`src/core/usrx_regs.vh`:
```
`ifndef USRX_REGS_VH
`define USRX_REGS_VH

// ----------------------------------------------------------
// register byte addresses
// ----------------------------------------------------------
`define USRX_A_TXCTL 8'h00
`define USRX_A_BAUD 8'h04
`define USRX_A_TBUF 8'h08
`define USRX_A_RBUF 8'h0c
`define USRX_A_INT 8'h10
`define USRX_A_DIR 8'h14
`define USRX_A_RC 8'h18

// ----------------------------------------------------------
// field positions
// ----------------------------------------------------------
`define USRX_RC_SERIAL_PORT_ENABLE 7
`define USRX_RC_RX9 6
`define USRX_RC_SINGLE_RECEIVE_ENABLE 5
`define USRX_RC_CONTINUOUS_RECEIVE_ENABLE 4
`define USRX_RC_FRAMING_ERROR_FLAG 2
`define USRX_RC_OVERRUN_ERROR_FLAG 1
`define USRX_RC_RECEIVED_NINTH_BIT 0
`define USRX_TX_CLOCK_SOURCE_SELECT 7
`define USRX_TX_TX9 6
`define USRX_TX_TRANSMIT_ENABLE 5
`define USRX_TX_SYNC 4
`define USRX_TX_TRMT 1
`define USRX_TX_TRANSMIT_NINTH_BIT 0
`define USRX_IN_RECEIVE_BUFFER_FULL_FLAG 0
`define USRX_IN_TRANSMIT_BUFFER_EMPTY_FLAG 1
`define USRX_IN_RECEIVE_INTERRUPT_ENABLE 2
`define USRX_IN_TRANSMIT_INTERRUPT_ENABLE 3
`define USRX_IN_GIE 4

// ----------------------------------------------------------
// reset values, timing and async receiver state codes
// ----------------------------------------------------------
`define USRX_RC_RST 8'h00
`define USRX_DIR_RST 2'h3
`define USRX_EIGHT_BITS 4'h8
`define USRX_NINE_BITS 4'h9
`define USRX_ASYNC_SHIFT 6
`define USRX_AR_IDLE 4'h1
`define USRX_AR_START 4'h2
`define USRX_AR_DATA 4'h4
`define USRX_AR_STOP 4'h8

`endif

```
`src/core/usrx_sync.v`:
```
`timescale 1ns/1ps
`default_nettype none
module usrx_sync #(
  parameter W = 2
) (
  input wire clk, // system clock
  input wire rst, // async reset, high
  input wire [W-1:0] d, // raw inputs from pins
  output reg [W-1:0] q // two-flop synchronised copy
);
  reg [W-1:0] meta;

  // first stage feeds only the second stage
  always @(posedge clk or posedge rst) begin
    if (rst) begin
      meta <= {W{1'b0}};
      q <= {W{1'b0}};
    end else begin
      meta <= d;
      q <= meta;
    end
  end
endmodule
`default_nettype wire

```
`src/core/usrx_top.v`:
```
// Added by the designer: the AHB-Lite slave port.
`timescale 1ns/1ps
`default_nettype none
`include "usrx_regs.vh"
module usrx_top #(
  parameter ASYNC_SHIFT = `USRX_ASYNC_SHIFT
) (
  input wire clk, // 100 MHz system clock
  input wire rst, // async reset, high
  input wire hsel, // ahb slave select
  input wire [31:0] haddr, // ahb address
  input wire [1:0] htrans, // ahb transfer type
  input wire hwrite, // ahb write
  input wire [2:0] hsize, // ahb size, word only
  input wire [31:0] hwdata, // ahb write data
  input wire hready, // ahb bus ready
  output wire hreadyout, // never stalls
  output wire hresp, // always okay
  output reg [31:0] hrdata, // ahb read data
  input wire core_sleep, // core halted, oscillator off
  input wire ck_in, // shift clock pin level
  output reg ck_out, // shift clock drive
  output wire ck_oe, // shift clock enable
  input wire dt_in, // data pin level
  output reg dt_out, // data drive
  output wire dt_oe, // data enable
  output reg wake_request, // wakes sleeping core
  output reg int_request // branch to vector
);

  // ----------------------------------------------------------
  // state
  // ----------------------------------------------------------
  reg rc_serial_port_enable, rc_rx9, rc_single_receive_enable, rc_continuous_receive_enable, rc_framing_error_flag, rc_overrun_error_flag, rc_received_ninth_bit;
  reg tx_clock_source_select, tx_tx9, tx_transmit_enable, tx_sync, tx_transmit_ninth_bit;
  reg receive_interrupt_enable, transmit_interrupt_enable, gie;
  reg [7:0] baud_div;
  reg [1:0] dir;
  reg [7:0] tbuf;
  reg tbuf_full;
  reg [8:0] transmit_shift_reg;
  reg tsr_busy;
  reg [3:0] tx_cnt;
  reg [8:0] receive_shift_reg;
  reg [3:0] rx_cnt;
  reg [7:0] rbuf;
  reg receive_buffer_full_flag;
  reg rx_fin, fin_framing_error_flag;
  reg [3:0] ar_state;
  reg [14:0] ar_cnt;
  reg [8:0] mclk_cnt;
  reg mclk, m_rise, m_fall;
  reg s_ck_d, s_dt_d;
  reg wr_pend, rd_pop;
  reg [7:0] wr_addr;
  reg [7:0] rd_val;
  wire [1:0] pins_s;
  wire s_ck = pins_s[1];
  wire s_dt = pins_s[0];

  function [3:0] usrx_nbits;
    input nine;
    begin
      usrx_nbits = nine ? `USRX_NINE_BITS : `USRX_EIGHT_BITS;
    end
  endfunction

  // ----------------------------------------------------------
  // pin synchronisers and mode decode
  // ----------------------------------------------------------
  usrx_sync #(.W(2)) u_sync (
    .clk(clk),
    .rst(rst),
    .d({ck_in, dt_in}),
    .q(pins_s)
  );

  always @(posedge clk or posedge rst) begin
    if (rst) begin
      s_ck_d <= 1'b0;
      s_dt_d <= 1'b1;
    end else begin
      s_ck_d <= s_ck;
      s_dt_d <= s_dt;
    end
  end

  wire port_on = rc_serial_port_enable & (dir == `USRX_DIR_RST);
  wire master = tx_sync & tx_clock_source_select;
  wire slave = tx_sync & ~tx_clock_source_select;
  wire transmit_buffer_empty_flag = ~tbuf_full;
  // master also honours single receive, slave only continuous
  wire rx_req = rc_continuous_receive_enable | (master & rc_single_receive_enable);
  wire rx_on = tx_sync & port_on & rx_req & ~rc_overrun_error_flag;
  wire tx_go = tx_sync & port_on & tx_transmit_enable & ~rx_on;
  wire s_rise = s_ck & ~s_ck_d;
  wire s_fall = ~s_ck & s_ck_d;
  // both modes share one shifter; only the edge source differs
  wire edge_r = master ? m_rise : (slave & s_rise);
  wire edge_f = master ? m_fall : (slave & s_fall);
  wire [3:0] rx_n = usrx_nbits(rc_rx9);
  wire [3:0] tx_n = usrx_nbits(tx_tx9);
  wire [14:0] bit_per = {7'h00, baud_div} + 15'h0001;
  wire [14:0] ar_full = (bit_per << ASYNC_SHIFT) - 15'h0001;
  wire ar_on = ~tx_sync & port_on & rc_continuous_receive_enable & ~rc_overrun_error_flag;

  // ----------------------------------------------------------
  // master shift clock: half period is 2*(divisor+1) cycles
  // ----------------------------------------------------------
  // the oscillator stops in sleep, so a master halts its clock
  wire m_run = master & port_on & ~core_sleep & (tsr_busy | rx_on);
  always @(posedge clk or posedge rst) begin
    if (rst) begin
      mclk_cnt <= 9'h000;
      mclk <= 1'b0;
      m_rise <= 1'b0;
      m_fall <= 1'b0;
    end else begin
      m_rise <= 1'b0;
      m_fall <= 1'b0;
      if (!m_run) begin
        mclk_cnt <= 9'h000;
        mclk <= 1'b0;
      end else if (mclk_cnt == 9'h000) begin
        mclk_cnt <= {baud_div, 1'b1};
        mclk <= ~mclk;
        m_rise <= ~mclk;
        m_fall <= mclk;
      end else begin
        mclk_cnt <= mclk_cnt - 9'h001;
      end
    end
  end

  // slave leaves the clock pin to the external master
  assign ck_oe = port_on & master;
  always @(posedge clk or posedge rst) begin
    if (rst) begin
      ck_out <= 1'b0;
    end else begin
      ck_out <= mclk;
    end
  end

  // ----------------------------------------------------------
  // transmit: holding buffer and shift register
  // ----------------------------------------------------------
  wire tb_write = wr_pend & (wr_addr == `USRX_A_TBUF);
  wire tsr_load = tbuf_full & ~tsr_busy & tx_go;
  always @(posedge clk or posedge rst) begin
    if (rst) begin
      tbuf <= 8'h00;
      tbuf_full <= 1'b0;
      transmit_shift_reg <= 9'h000;
      tsr_busy <= 1'b0;
      tx_cnt <= 4'h0;
      dt_out <= 1'b1;
    end else begin
      // a word loaded while one moves on stays queued
      if (tb_write) begin
        tbuf <= hwdata[7:0];
        tbuf_full <= 1'b1;
      end else if (tsr_load) begin
        tbuf_full <= 1'b0;
      end
      if (!tx_go) begin
        tsr_busy <= 1'b0;
        tx_cnt <= 4'h0;
      end else if (tsr_load) begin
        transmit_shift_reg <= {tx_transmit_ninth_bit, tbuf};
        tsr_busy <= 1'b1;
        tx_cnt <= 4'h0;
        dt_out <= tbuf[0];
      end else if (tsr_busy && edge_f) begin
        // in slave mode these edges keep coming during sleep
        if (tx_cnt == tx_n - 4'h1) begin
          tsr_busy <= 1'b0;
          tx_cnt <= 4'h0;
        end else begin
          tx_cnt <= tx_cnt + 4'h1;
          dt_out <= transmit_shift_reg[tx_cnt + 4'h1];
        end
      end
    end
  end

  assign dt_oe = tx_go & tsr_busy;

  // ----------------------------------------------------------
  // receive: sync shifter and async sampler share one shift reg
  // ----------------------------------------------------------
  always @(posedge clk or posedge rst) begin
    if (rst) begin
      receive_shift_reg <= 9'h000;
      rx_cnt <= 4'h0;
      rx_fin <= 1'b0;
      fin_framing_error_flag <= 1'b0;
      ar_state <= `USRX_AR_IDLE;
      ar_cnt <= 15'h0000;
    end else begin
      rx_fin <= 1'b0;
      if (tx_sync) begin
        ar_state <= `USRX_AR_IDLE;
        if (!rx_on) begin
          rx_cnt <= 4'h0;
        end else if (edge_r) begin
          receive_shift_reg[rx_cnt] <= s_dt;
          if (rx_cnt == rx_n - 4'h1) begin
            rx_cnt <= 4'h0;
            rx_fin <= 1'b1;
            fin_framing_error_flag <= 1'b0;
          end else begin
            rx_cnt <= rx_cnt + 4'h1;
          end
        end
      end else if (!ar_on) begin
        ar_state <= `USRX_AR_IDLE;
      end else begin
        case (ar_state)
          `USRX_AR_IDLE: begin
            if (s_dt_d && !s_dt) begin
              ar_cnt <= ar_full >> 1;
              ar_state <= `USRX_AR_START;
            end
          end
          `USRX_AR_START: begin
            if (ar_cnt != 15'h0000) begin
              ar_cnt <= ar_cnt - 15'h0001;
            end else if (!s_dt) begin
              ar_cnt <= ar_full;
              rx_cnt <= 4'h0;
              ar_state <= `USRX_AR_DATA;
            end else begin
              ar_state <= `USRX_AR_IDLE;
            end
          end
          `USRX_AR_DATA: begin
            if (ar_cnt != 15'h0000) begin
              ar_cnt <= ar_cnt - 15'h0001;
            end else begin
              receive_shift_reg[rx_cnt] <= s_dt;
              ar_cnt <= ar_full;
              rx_cnt <= rx_cnt + 4'h1;
              if (rx_cnt == rx_n - 4'h1) begin
                ar_state <= `USRX_AR_STOP;
              end
            end
          end
          `USRX_AR_STOP: begin
            if (ar_cnt != 15'h0000) begin
              ar_cnt <= ar_cnt - 15'h0001;
            end else begin
              rx_fin <= 1'b1;
              fin_framing_error_flag <= ~s_dt;
              rx_cnt <= 4'h0;
              ar_state <= `USRX_AR_IDLE;
            end
          end
          default: begin
            ar_state <= `USRX_AR_IDLE;
          end
        endcase
      end
    end
  end

  // ----------------------------------------------------------
  // ahb-lite slave: zero wait states, okay only
  // ----------------------------------------------------------
  assign hreadyout = 1'b1;
  assign hresp = 1'b0;
  wire a_phase = hsel & htrans[1] & hready;

  // unimplemented and unmapped bits read as zero
  always @* begin
    rd_val = 8'h00;
    case (haddr[7:0])
      `USRX_A_RC: begin
        rd_val[`USRX_RC_SERIAL_PORT_ENABLE] = rc_serial_port_enable;
        rd_val[`USRX_RC_RX9] = rc_rx9;
        rd_val[`USRX_RC_SINGLE_RECEIVE_ENABLE] = rc_single_receive_enable;
        rd_val[`USRX_RC_CONTINUOUS_RECEIVE_ENABLE] = rc_continuous_receive_enable;
        rd_val[`USRX_RC_FRAMING_ERROR_FLAG] = rc_framing_error_flag;
        rd_val[`USRX_RC_OVERRUN_ERROR_FLAG] = rc_overrun_error_flag;
        rd_val[`USRX_RC_RECEIVED_NINTH_BIT] = rc_received_ninth_bit;
      end
      `USRX_A_TXCTL: begin
        rd_val[`USRX_TX_CLOCK_SOURCE_SELECT] = tx_clock_source_select;
        rd_val[`USRX_TX_TX9] = tx_tx9;
        rd_val[`USRX_TX_TRANSMIT_ENABLE] = tx_transmit_enable;
        rd_val[`USRX_TX_SYNC] = tx_sync;
        rd_val[`USRX_TX_TRMT] = ~tsr_busy;
        rd_val[`USRX_TX_TRANSMIT_NINTH_BIT] = tx_transmit_ninth_bit;
      end
      `USRX_A_BAUD: rd_val = baud_div;
      `USRX_A_RBUF: rd_val = rbuf;
      `USRX_A_DIR: rd_val = {6'h00, dir};
      `USRX_A_INT: begin
        rd_val[`USRX_IN_RECEIVE_BUFFER_FULL_FLAG] = receive_buffer_full_flag;
        rd_val[`USRX_IN_TRANSMIT_BUFFER_EMPTY_FLAG] = transmit_buffer_empty_flag;
        rd_val[`USRX_IN_RECEIVE_INTERRUPT_ENABLE] = receive_interrupt_enable;
        rd_val[`USRX_IN_TRANSMIT_INTERRUPT_ENABLE] = transmit_interrupt_enable;
        rd_val[`USRX_IN_GIE] = gie;
      end
      default: rd_val = 8'h00;
    endcase
  end

  // read data is captured at the address edge for the data phase
  always @(posedge clk or posedge rst) begin
    if (rst) begin
      hrdata <= 32'h00000000;
      wr_pend <= 1'b0;
      wr_addr <= 8'h00;
      rd_pop <= 1'b0;
    end else begin
      wr_pend <= a_phase & hwrite;
      rd_pop <= a_phase & ~hwrite & (haddr[7:0] == `USRX_A_RBUF);
      if (a_phase) begin
        wr_addr <= haddr[7:0];
      end
      if (a_phase && !hwrite) begin
        hrdata <= {24'h000000, rd_val};
      end
    end
  end

  // ----------------------------------------------------------
  // control registers, receive buffer and flags
  // ----------------------------------------------------------
  wire rc_write = wr_pend & (wr_addr == `USRX_A_RC);
  wire rc_load = rx_fin & ~receive_buffer_full_flag;
  wire rc_over = rx_fin & receive_buffer_full_flag;
  always @(posedge clk or posedge rst) begin
    if (rst) begin
      {rc_serial_port_enable, rc_rx9, rc_single_receive_enable, rc_continuous_receive_enable} <= 4'h0;
      {rc_framing_error_flag, rc_overrun_error_flag, rc_received_ninth_bit} <= 3'h0;
      {tx_clock_source_select, tx_tx9, tx_transmit_enable, tx_sync, tx_transmit_ninth_bit} <= 5'h00;
      {receive_interrupt_enable, transmit_interrupt_enable, gie} <= 3'h0;
      baud_div <= 8'h00;
      dir <= `USRX_DIR_RST;
      rbuf <= 8'h00;
      receive_buffer_full_flag <= 1'b0;
    end else begin
      if (rc_write) begin
        rc_serial_port_enable <= hwdata[`USRX_RC_SERIAL_PORT_ENABLE];
        rc_rx9 <= hwdata[`USRX_RC_RX9];
        rc_single_receive_enable <= hwdata[`USRX_RC_SINGLE_RECEIVE_ENABLE];
        rc_continuous_receive_enable <= hwdata[`USRX_RC_CONTINUOUS_RECEIVE_ENABLE];
      end else if (master && rx_fin && !rc_continuous_receive_enable) begin
        rc_single_receive_enable <= 1'b0;
      end
      // a new overrun beats a clear written in the same cycle
      if (rc_over) begin
        rc_overrun_error_flag <= 1'b1;
      end else if (rc_write && !hwdata[`USRX_RC_CONTINUOUS_RECEIVE_ENABLE]) begin
        rc_overrun_error_flag <= 1'b0;
      end
      if (rc_load) begin
        rbuf <= receive_shift_reg[7:0];
        rc_received_ninth_bit <= receive_shift_reg[8];
        rc_framing_error_flag <= fin_framing_error_flag;
        receive_buffer_full_flag <= 1'b1;
      end else if (rd_pop) begin
        receive_buffer_full_flag <= 1'b0;
      end
      if (wr_pend && wr_addr == `USRX_A_TXCTL) begin
        tx_clock_source_select <= hwdata[`USRX_TX_CLOCK_SOURCE_SELECT];
        tx_tx9 <= hwdata[`USRX_TX_TX9];
        tx_transmit_enable <= hwdata[`USRX_TX_TRANSMIT_ENABLE];
        tx_sync <= hwdata[`USRX_TX_SYNC];
        tx_transmit_ninth_bit <= hwdata[`USRX_TX_TRANSMIT_NINTH_BIT];
      end
      if (wr_pend && wr_addr == `USRX_A_BAUD) begin
        baud_div <= hwdata[7:0];
      end
      if (wr_pend && wr_addr == `USRX_A_DIR) begin
        dir <= hwdata[1:0];
      end
      if (wr_pend && wr_addr == `USRX_A_INT) begin
        receive_interrupt_enable <= hwdata[`USRX_IN_RECEIVE_INTERRUPT_ENABLE];
        transmit_interrupt_enable <= hwdata[`USRX_IN_TRANSMIT_INTERRUPT_ENABLE];
        gie <= hwdata[`USRX_IN_GIE];
      end
    end
  end

  // ----------------------------------------------------------
  // wake and interrupt request
  // ----------------------------------------------------------
  wire flag_ev = (receive_buffer_full_flag & receive_interrupt_enable) | (transmit_buffer_empty_flag & transmit_interrupt_enable);
  always @(posedge clk or posedge rst) begin
    if (rst) begin
      wake_request <= 1'b0;
      int_request <= 1'b0;
    end else begin
      wake_request <= flag_ev;
      int_request <= flag_ev & gie;
    end
  end
endmodule
`default_nettype wire

```
`config.mk`:
```
export PLATFORM = sky130hd
export DESIGN_NAME = usrx_top
export DESIGN_NICKNAME = d
export VERILOG_FILES = /design/src/core/usrx_sync.v /design/src/core/usrx_top.v
export VERILOG_INCLUDE_DIRS = /design/src /design/src/core
export SDC_FILE = /design/constraint.sdc
export NUM_CORES = 1
export LEC_CHECK = 0
export ABC_CLOCK_PERIOD_IN_PS = 6400
export BUFFER_PORTS_ARGS = -buffer_cell sky130_fd_sc_hd__buf_2
export CAP_MARGIN = 20
export CORE_AREA = 2 2 110 112
export DETAILED_ROUTE_END_ITERATION = 12
export DIE_AREA = 0 0 112 114
export PLACE_DENSITY = 0.91
export SLEW_MARGIN = 20
export SYNTH_ARGS = -nofsm -noshare
export SYNTH_HDL_FRONTEND = slang
export SYNTH_SLANG_ARGS = --single-unit
```
`constraint.sdc`:
```
create_clock -name clk -period 6.4 [get_ports clk]
set_input_delay 1.28 -clock clk [delete_from_list [all_inputs] [get_ports clk]]
set_output_delay 1.28 -clock clk [all_outputs]
set_load 0.03 [all_outputs]
```
* After elaboration in Yosys (flattened, before gate mapping) *
Cells that the tools add are included.

word-level totals
  flip-flop bits (word level) = 131
  latch bits = 0
  bits in writable memories = 0
  ROM bits = 0
  output and inout port bits = 40
  word-level logic and storage cells = 268
  memories kept = 0

operators by class
  add/sub/neg operators = 8
  $mul = 0
  div/mod/pow operators = 0
  $lt $le $gt $ge = 3
  equality and inequality tests = 38
  shift-type cells = 0
  mux-type cells = 86
  bitwise gates (word level) = 50
  reduce and logical (&&, ||, !) cells = 37

operators by type and width
  operator                                                                      number
  4-bit two-way mux                                                             20
  15-bit two-way mux                                                            5
  9-bit two-way mux                                                             8
  15-bit case mux with 4 select lines                                           1
  8-bit by 5-bit == test with 1-bit output, second input constant               6
  1-bit two-way mux                                                             41
  1-bit bitwise AND                                                             34
  15-bit by 1-bit subtractor with 15-bit output, second input constant          2
  4-bit != test, second input constant                                          5
  8-bit by 3-bit == test with 1-bit output, second input constant               2
  8-bit by 4-bit == test with 1-bit output, second input constant               2
  8-bit logical NOT                                                             2
  4-bit case mux with 4 select lines                                            1
  2-bit nonzero test                                                            8
  3-bit != test, second input constant                                          5
  15-bit nonzero test                                                           1
  1-bit NOT                                                                     13
  2-bit case mux with 6 select lines                                            1
  3-bit case mux with 4 select lines                                            1
  4-bit case mux with 3 select lines                                            1
  6-bit AND reduction                                                           2
  1-bit logical AND                                                             11
  4-bit by 5-bit less-than comparator with 1-bit output, second input constant  2
  5-bit AND reduction                                                           2
  29 further kinds                                                              46

* Depth between registers and ports, before layout *
Gate-level depths: netlist (run 1).

  word-level depth = 10
  depth in mapped cells = 10
  gate-level depth less buffers = 9

* By module *
A second synthesis (run 1) with hierarchy kept.

second synthesis, totals
  cell total of the unflattened synthesis = 668
  area, all modules = 7058.0 um^2

modules (own cells, without submodules)
  module     times used  cells an instance  area each (um^2)  sequential area each (um^2)
  usrx_top   1           663                6954.2            3184.3
  usrx_sync  1           5                  103.8             100.1

* Worst setup path before layout (run 1) *
OpenSTA, ideal clock, no wires.

  kind = input to register
  start = input haddr[1]
  end = register hrdata[3]
  library setup time = 0.083 ns
  arrival = 2.693 ns
  data required time = 6.317 ns
  setup slack = 3.624 ns
  stages on the path = 4
  cells stage by stage = or4_1 > nor4b_1 > a22oi_1 > o21ai_0

between the ends
  word-level cells in the longest chain between the ends = 2
  elaborated cells between the ends (all ways) = 4

ends and longest elaborated chain
  what                                                                    line            source
  start, declared                                                         usrx_top.v:11   input wire [31:0] haddr,
  8-bit by 5-bit == test with 1-bit output, or another cell as far along  usrx_top.v:277  case (haddr[7:0])
  1-bit case mux with 3 select lines *                                    usrx_top.v:277
  end signal, assigned                                                    usrx_top.v:323  hrdata <= {24'h000000, rd_val};
  end, declared                                                           usrx_top.v:19   output reg [31:0] hrdata,

Mark *: on every way between the ends. The rest lies on a longest branch, timed or not.
A chain may end at the register's enable or synchronous reset.

* Final worst setup path (run 1) *
  start = register tx_sync
  end = output dt_oe

between the ends
  word-level cells in the longest chain between the ends = 8
  elaborated cells between the ends (all ways) = 10

ends and longest elaborated chain
  what                             line            source
  start, declared                  usrx_top.v:35   reg tx_clock_source_select, tx_tx9, tx_transmit_enable, tx_sync, tx_transmit_ninth_bit;
  start signal, assigned           usrx_top.v:371  tx_sync <= hwdata[`USRX_TX_SYNC];
  1-bit bitwise AND                usrx_top.v:89   wire master = tx_sync & tx_clock_source_select;
  1-bit bitwise AND                usrx_top.v:93   wire rx_req = rc_continuous_receive_enable | (master & rc_single_receive_enable);
  1-bit OR                         usrx_top.v:93
  1-bit bitwise AND (2 in series)  usrx_top.v:94   wire rx_on = tx_sync & port_on & rx_req & ~rc_overrun_error_flag;
  1-bit NOT                        usrx_top.v:95   wire tx_go = tx_sync & port_on & tx_transmit_enable & ~rx_on;
  1-bit bitwise AND *              usrx_top.v:95
  1-bit bitwise AND *              usrx_top.v:187  assign dt_oe = tx_go & tsr_busy;
  end, declared                    usrx_top.v:26   output wire dt_oe,

Marked as above.

==> results of run 1 <==
[cells by family after synthesis]
logic type / Yosys count
compound gates: 130
simple gates: 216
fa+ha+maj: 8
buf+inv: 77
other cells: 2
xor+xnor: 23
mux: 74
flops: 131
[worst max-delay path, cell delays in order, from the launching register on]
cell,delay (ns)
dfrtp_1,0.61
a31oi_1,0.26
o2111ai_1,0.43
inv_1,0.07
buf_2,0.19
[area by class of cell]
class	count	area (um2)	area share (%)
Sequential cell	131	3284	43.03
Clock buffer	21	450.4	5.902
Clock inverter	11	153.9	2.016
Tap cell	147	183.9	2.410
Inverter	20	82.58	1.082
Antenna cell	1	2.502	0.03279
Multi-Input combinational cell	477	3269	42.84
Timing Repair Buffer	40	205.2	2.689
[layer usage]
| metal | wire length (um) | global-route usage, % | vias up | part of all wire [%] |
|---|---|---|---|---|
| met5 | 0 | 0 | - | 0 |
| met4 | 498 | 10.16 | 0 | 3.1 |
| met3 | 1082 | 7.333 | 52 | 6.7 |
| met2 | 7997 | 44.81 | 252 | 50 |
| met1 | 6487 | 33.56 | 2609 | 40 |
| li1 | - | - | 2358 | - |
[where the power goes]
group / internal (W) / switching (W)
Clock: 0.000625 / 0.000367
Combinational: 0.0000479 / 0.0000901
Sequential: 0.000855 / 0.0000320
[Yosys cell counts, types with 7 or more instances]
cell / instances / area, um2
dfrtp_1: 126 / 3153
nand2_1: 57 / 214.0
mux2_2: 54 / 608.1
nor2_1: 51 / 191.4
o21ai_0: 49 / 245.2
clkbuf_1: 28 / 105.1
buf_4: 26 / 195.2
inv_1: 19 / 71.32
nand3_1: 16 / 80.08
nor3_1: 16 / 80.08
xnor2_1: 14 / 122.6
a21oi_1: 11 / 55.05
nor2b_1: 10 / 62.56
a22oi_1: 9 / 67.56
mux2i_1: 9 / 90.09
xor2_1: 9 / 78.83
ha_1: 8 / 100.1
nand2b_1: 8 / 50.05
nor3b_1: 8 / 60.06
a31oi_1: 7 / 43.79
[worst max-delay path by stage]
stage,start,to,slack [ns],depth (start not counted)
detailed placement,haddr[1],hrdata[5],3.13,5
CTS,tx_sync,dt_oe,3.20,4
finish,tx_sync,dt_oe,3.14,4
floorplan,rst,ar_cnt[0],1.63,1
global route,tx_sync,dt_oe,3.01,4
global placement,haddr[1],hrdata[3],3.30,5
[metrics by stage]
| step | worst slack (ns) | area, um2 | hold WS (ns) | std cells |
|---|---|---|---|---|
| 2_1_floorplan | 1.631 | 6944 | 0.3312 | 685 |
| 3_3_place_gp | 3.304 | 7014 | 0.3370 | 815 |
| 3_5_place_dp | 3.128 | 7014 | 0.3356 | 815 |
| 4_1_cts | 3.196 | 7619 | 0.3482 | 847 |
| 5_1_grt | 3.005 | 7630 | 0.3605 | 847 |
| 6_report | 3.140 | 7632 | 0.3450 | 848 |
==> metrics.yaml, run 1 <==
outcome: "completed"
relSlewSlack_pct: 32.85
cts_root_buf: "clkbuf_16"
vias: 5271
rsz0062_at_grt: "false"
portBuffers: 38
clock_sinks: 131
seq_area_frac_synth_pct: 47.92
r2r_start: "ar_cnt[0]"
setup.worst_path.end_class: "output pin"
tns_ns: 0
yosys.area_share.simple_pct: 16.54
hold_viol_final: 0
postCtsHoldBufs: 0
slew_viol_final: 0
clock_skew_ns: 0.007876
worstHoldStart: "u_sync.meta[0]"
crit_required_ns: 5.12
path_max_fanout: 13
rows: 40
synthCells: 661
synthXorXnorAreaFrac_pct: 2.939
reg2reg_slack_ns: 3.41
maxCapViolCount: 0
fp.coreArea_um2: 11710
power-per-cell-area_nw_per_um2: 264.2
yosysWarnings: 0
clock_latency_ns: 0.42
drtAntennaViolNets: 0
period_needed_ns: 3.260
worst_setup_path_start_kind: "flip-flop"
fin_crit_sh_pct: 50.94
final_nets: 772
drtIter0Drc: 549
largest_reg_flops: 15
grt_usage_pct: 26.77
vdd_drop_max_uv: 192.7
final_cell_mix: "dfrtp_1, nand2_1, mux2_2"
path_clk_slew_ns: 0.06
hold_end: "u_sync.q[0]"
ys_types: 78
cts_tree: "done"
tightest_slew_ns: 0.9932
r2r_end: "ar_cnt[5]"
die_h_um: 114
drt_wl_total_um: 16070
p_total_w: 0.002017
hold_class: "reg2reg"
top_register: "ar_cnt"
mostFrequentLayoutCell: "dfrtp_1"
synth_top_family_by_area: "simple AND/OR/NAND/NOR gates"
syn_area_um2: 6854
drc: 0
cp.arrival_ns: 1.98
clk_path_buf_depth: 2
synth_compound_area_share_pct: 12.72
gp_congestion: 0.9014
syn_area_per_cell_um2: 10.37
ctsResizeCount: 0
grt_pass1_vias: 5373
max_freq_mhz: 306.7
htreeDepth: 4
crit_type: "reg2out"
gr-total-overflow: 0
synth_edf_count: 0
ys_ff_latch: 131
synthArstFlopShare_pct: 100.0
grt_max_degree: 85
whs_path_depth: 0
synthAdderAreaFrac_pct: 1.460
fillCellCount: 864
reg2reg_depth: 9
setup_viol_count_final: 0
post_cts_buffers: 0
via_per_inst: 6.216
detailed_place_hpwl_um: 11030
post-route-util_pct: 65.17
dieArea_um2: 12770
area_delta_synth_final_pct: 11.35
initial_core_util_pct: 58.53
muxShareOfSynthArea_pct: 12.49
drive_gt1_share_pct: 21.29
synthFlopType: "dfrtp_1"
grt_antenna_before_repair: 1
wl_per_cell_um: 18.95
grt_pass1_wl_um: 26990
die_w_um: 112
pin_count: 117
cts_buffers: 17
p_leak_nw: 3.523
drtPass1Iterations: 5
(Power assumes the default switching activity.)
==> inputs of run 2 (changes only) <==
--- a/config.mk
+++ b/config.mk
@@ -6,13 +6,13 @@
 export SDC_FILE = /design/constraint.sdc
 export NUM_CORES = 1
 export LEC_CHECK = 0
-export ABC_CLOCK_PERIOD_IN_PS = 6400
+export ABC_CLOCK_PERIOD_IN_PS = 3200
 export BUFFER_PORTS_ARGS = -buffer_cell sky130_fd_sc_hd__buf_2
 export CAP_MARGIN = 20
-export CORE_AREA = 2 2 110 112
+export CORE_AREA = 2 2 113 115
 export DETAILED_ROUTE_END_ITERATION = 12
-export DIE_AREA = 0 0 112 114
-export PLACE_DENSITY = 0.91
+export DIE_AREA = 0 0 115 117
+export PLACE_DENSITY = 0.87
 export SLEW_MARGIN = 20
 export SYNTH_ARGS = -nofsm -noshare
 export SYNTH_HDL_FRONTEND = slang
==> constraint.sdc (replaced) <==
create_clock -name clk -period 3.2 [get_ports clk]
set_input_delay 0.64 -clock clk [delete_from_list [all_inputs] [get_ports clk]]
set_output_delay 0.64 -clock clk [all_outputs]
set_load 0.03 [all_outputs]
==> metrics.yaml, run 2 (synthesis gave the netlist of run 1 again) <==
outcome: "completed"
die_h_um: 117
via_per_inst: 6.185
netSwitchingPower_w: 0.0009659
detailed_place_hpwl_um: 10990
top_register: "ar_cnt"
setup.worst_path.end_class: "flip-flop"
p_leak_nw: 3.556
whs_path_depth: 1
wl_per_cell_um: 18.44
crit_required_ns: 3.51
crit_chain: "inv_1 > ha_1 > or3b_1 > nor4_4 > nor3_1 > a21o_1 > inv_4 > nor2_1 > o22a_1"
initial_core_util_pct: 55.67
worst_setup_path_start_kind: "flip-flop"
grt_usage_pct: 25.42
rows: 41
gp_congestion: 0.9097
gr-total-overflow: 0
dp_slack_ns: 0.3530
critPathMaxStageDelay_ns: 0.57
path_max_fanout: 18
mostFrequentLayoutCell: "dfrtp_1"
period_needed_ns: 2.881
maxCapViolCount: 0
path_clk_slew_ns: 0.06
vias: 5282
ctsResizeCount: 0
holdWs_ns: 0.3194
drive_gt1_share_pct: 21.88
p_seq_share_pct: 43.5
drtPass1Iterations: 8
diodes: 0
drtAntennaViolNets: 0
vdd_drop_max_uv: 380.3
relSlewSlack_pct: 40.11
fp.coreArea_um2: 12310
cts_tree: "done"
reg2reg_depth: 9
pin_count: 117
rsz0062_at_grt: "false"
grt_pass1_wl_um: 26450
grt_max_degree: 59
grt_antenna_before_repair: 1
hold_viol_final: 0
swShare_pct: 23.73
portBuffers: 38
largest_reg_flops: 15
final_nets: 776
tns_ns: 0
drc: 0
max_freq_mhz: 347.1
power-per-cell-area_nw_per_um2: 529.0
postCtsHoldBufs: 0
setup_viol_count_final: 0
worst_slack_ns: 0.3188
grt_pass1_vias: 5340
cts_root_buf: "clkbuf_16"
pwr-share-clk_pct: 49.5
dieArea_um2: 13460
p_total_w: 0.004070
die_w_um: 115
crit_type: "reg2reg"
clock_latency_ns: 0.43
slew_viol_final: 0
clock_skew_ns: 0.01189
combPwrFrac_pct: 7.0
tightest_slew_ns: 0.8965
drt_wl_total_um: 15750
htreeDepth: 4
clock_sinks: 131
cp.arrival_ns: 3.19
p_int_w: 0.003104
cts_buffers: 17
hold_class: "in2reg"
clk_path_buf_depth: 2
final_cell_mix: "dfrtp_1, nand2_1, mux2_2"
area_delta_synth_final_pct: 12.25
drtIter0Drc: 398
fin_crit_sh_pct: 90.04
post_cts_buffers: 0
crit_slowest_cell: "nor4_4"
## run 2: layout make-up
cell class | instances | area (um2)
fillers | 916 | 4618
flip-flops and latches | 131 | 3284
multi-input cells | 477 | 3261
clock buffers | 22 | 474.2
repair buffers | 44 | 260.3
well taps | 150 | 187.7
clock inverters | 10 | 145.1
inverters | 20 | 81.33
## run 2: final timing paths
check / start / endpoint / slack [ns]
setup / recovery: ar_cnt[0] / ar_cnt[3] / 0.32
hold / removal: ck_in / u_sync.meta[1] / 0.32
setup reg to reg: ar_cnt[0] / ar_cnt[3] / 0.32
hold reg to reg: u_sync.meta[0] / u_sync.q[0] / 0.34
max in group asynchronous: rst / dir[0] / 2.04
min in group asynchronous: rst / mclk_cnt[5] / 0.37
## run 2: critical path, delay by kind of cell, from the launching register on
| family | cells | cell delay [ns] |
|---|---|---|
| buffers and inverters | 2 | 0.28 |
| adder cells (fa/ha/maj) | 1 | 0.19 |
| AO/OA/AOI/OAI | 2 | 0.60 |
| flip-flops | 1 | 0.42 |
| AND/OR/NAND/NOR | 4 | 1.26 |
## run 2: power by group through the flow
| stage | clock network (W) | registers (W) | logic, W |
|---|---|---|---|
| 3_3_place_gp | 0 | 0.00179 | 0.000268 |
| 4_1_cts | 0.00203 | 0.00177 | 0.000284 |
| 6_report | 0.00201 | 0.00177 | 0.000286 |
| 5_1_grt | 0.00210 | 0.00177 | 0.000314 |
| 2_1_floorplan | 0 | 0.00177 | 0.000238 |
| 3_5_place_dp | 0 | 0.00179 | 0.000279 |
## run 2: stage by stage
| step | instances | cell area, um2 | utilization [%] |
|---|---|---|---|
| 6_report | 854 | 7694 | 62.49 |
| 3_5_place_dp | 822 | 7074 | 57.46 |
| 2_1_floorplan | 685 | 6948 | - |
| 3_3_place_gp | 822 | 7074 | 57.46 |
| 5_1_grt | 854 | 7694 | 62.49 |
| 4_1_cts | 854 | 7694 | 62.49 |
## run 2: metal layers
metal | vias up | track usage [%] | part of all wire, %
met3 | 56 | 5.870 | 6.4
met1 | 2603 | 31.42 | 41
li1 | 2363 | - | -
met4 | 2 | 14.22 | 3.6
met2 | 258 | 41.57 | 49
met5 | - | 0 | 0.083
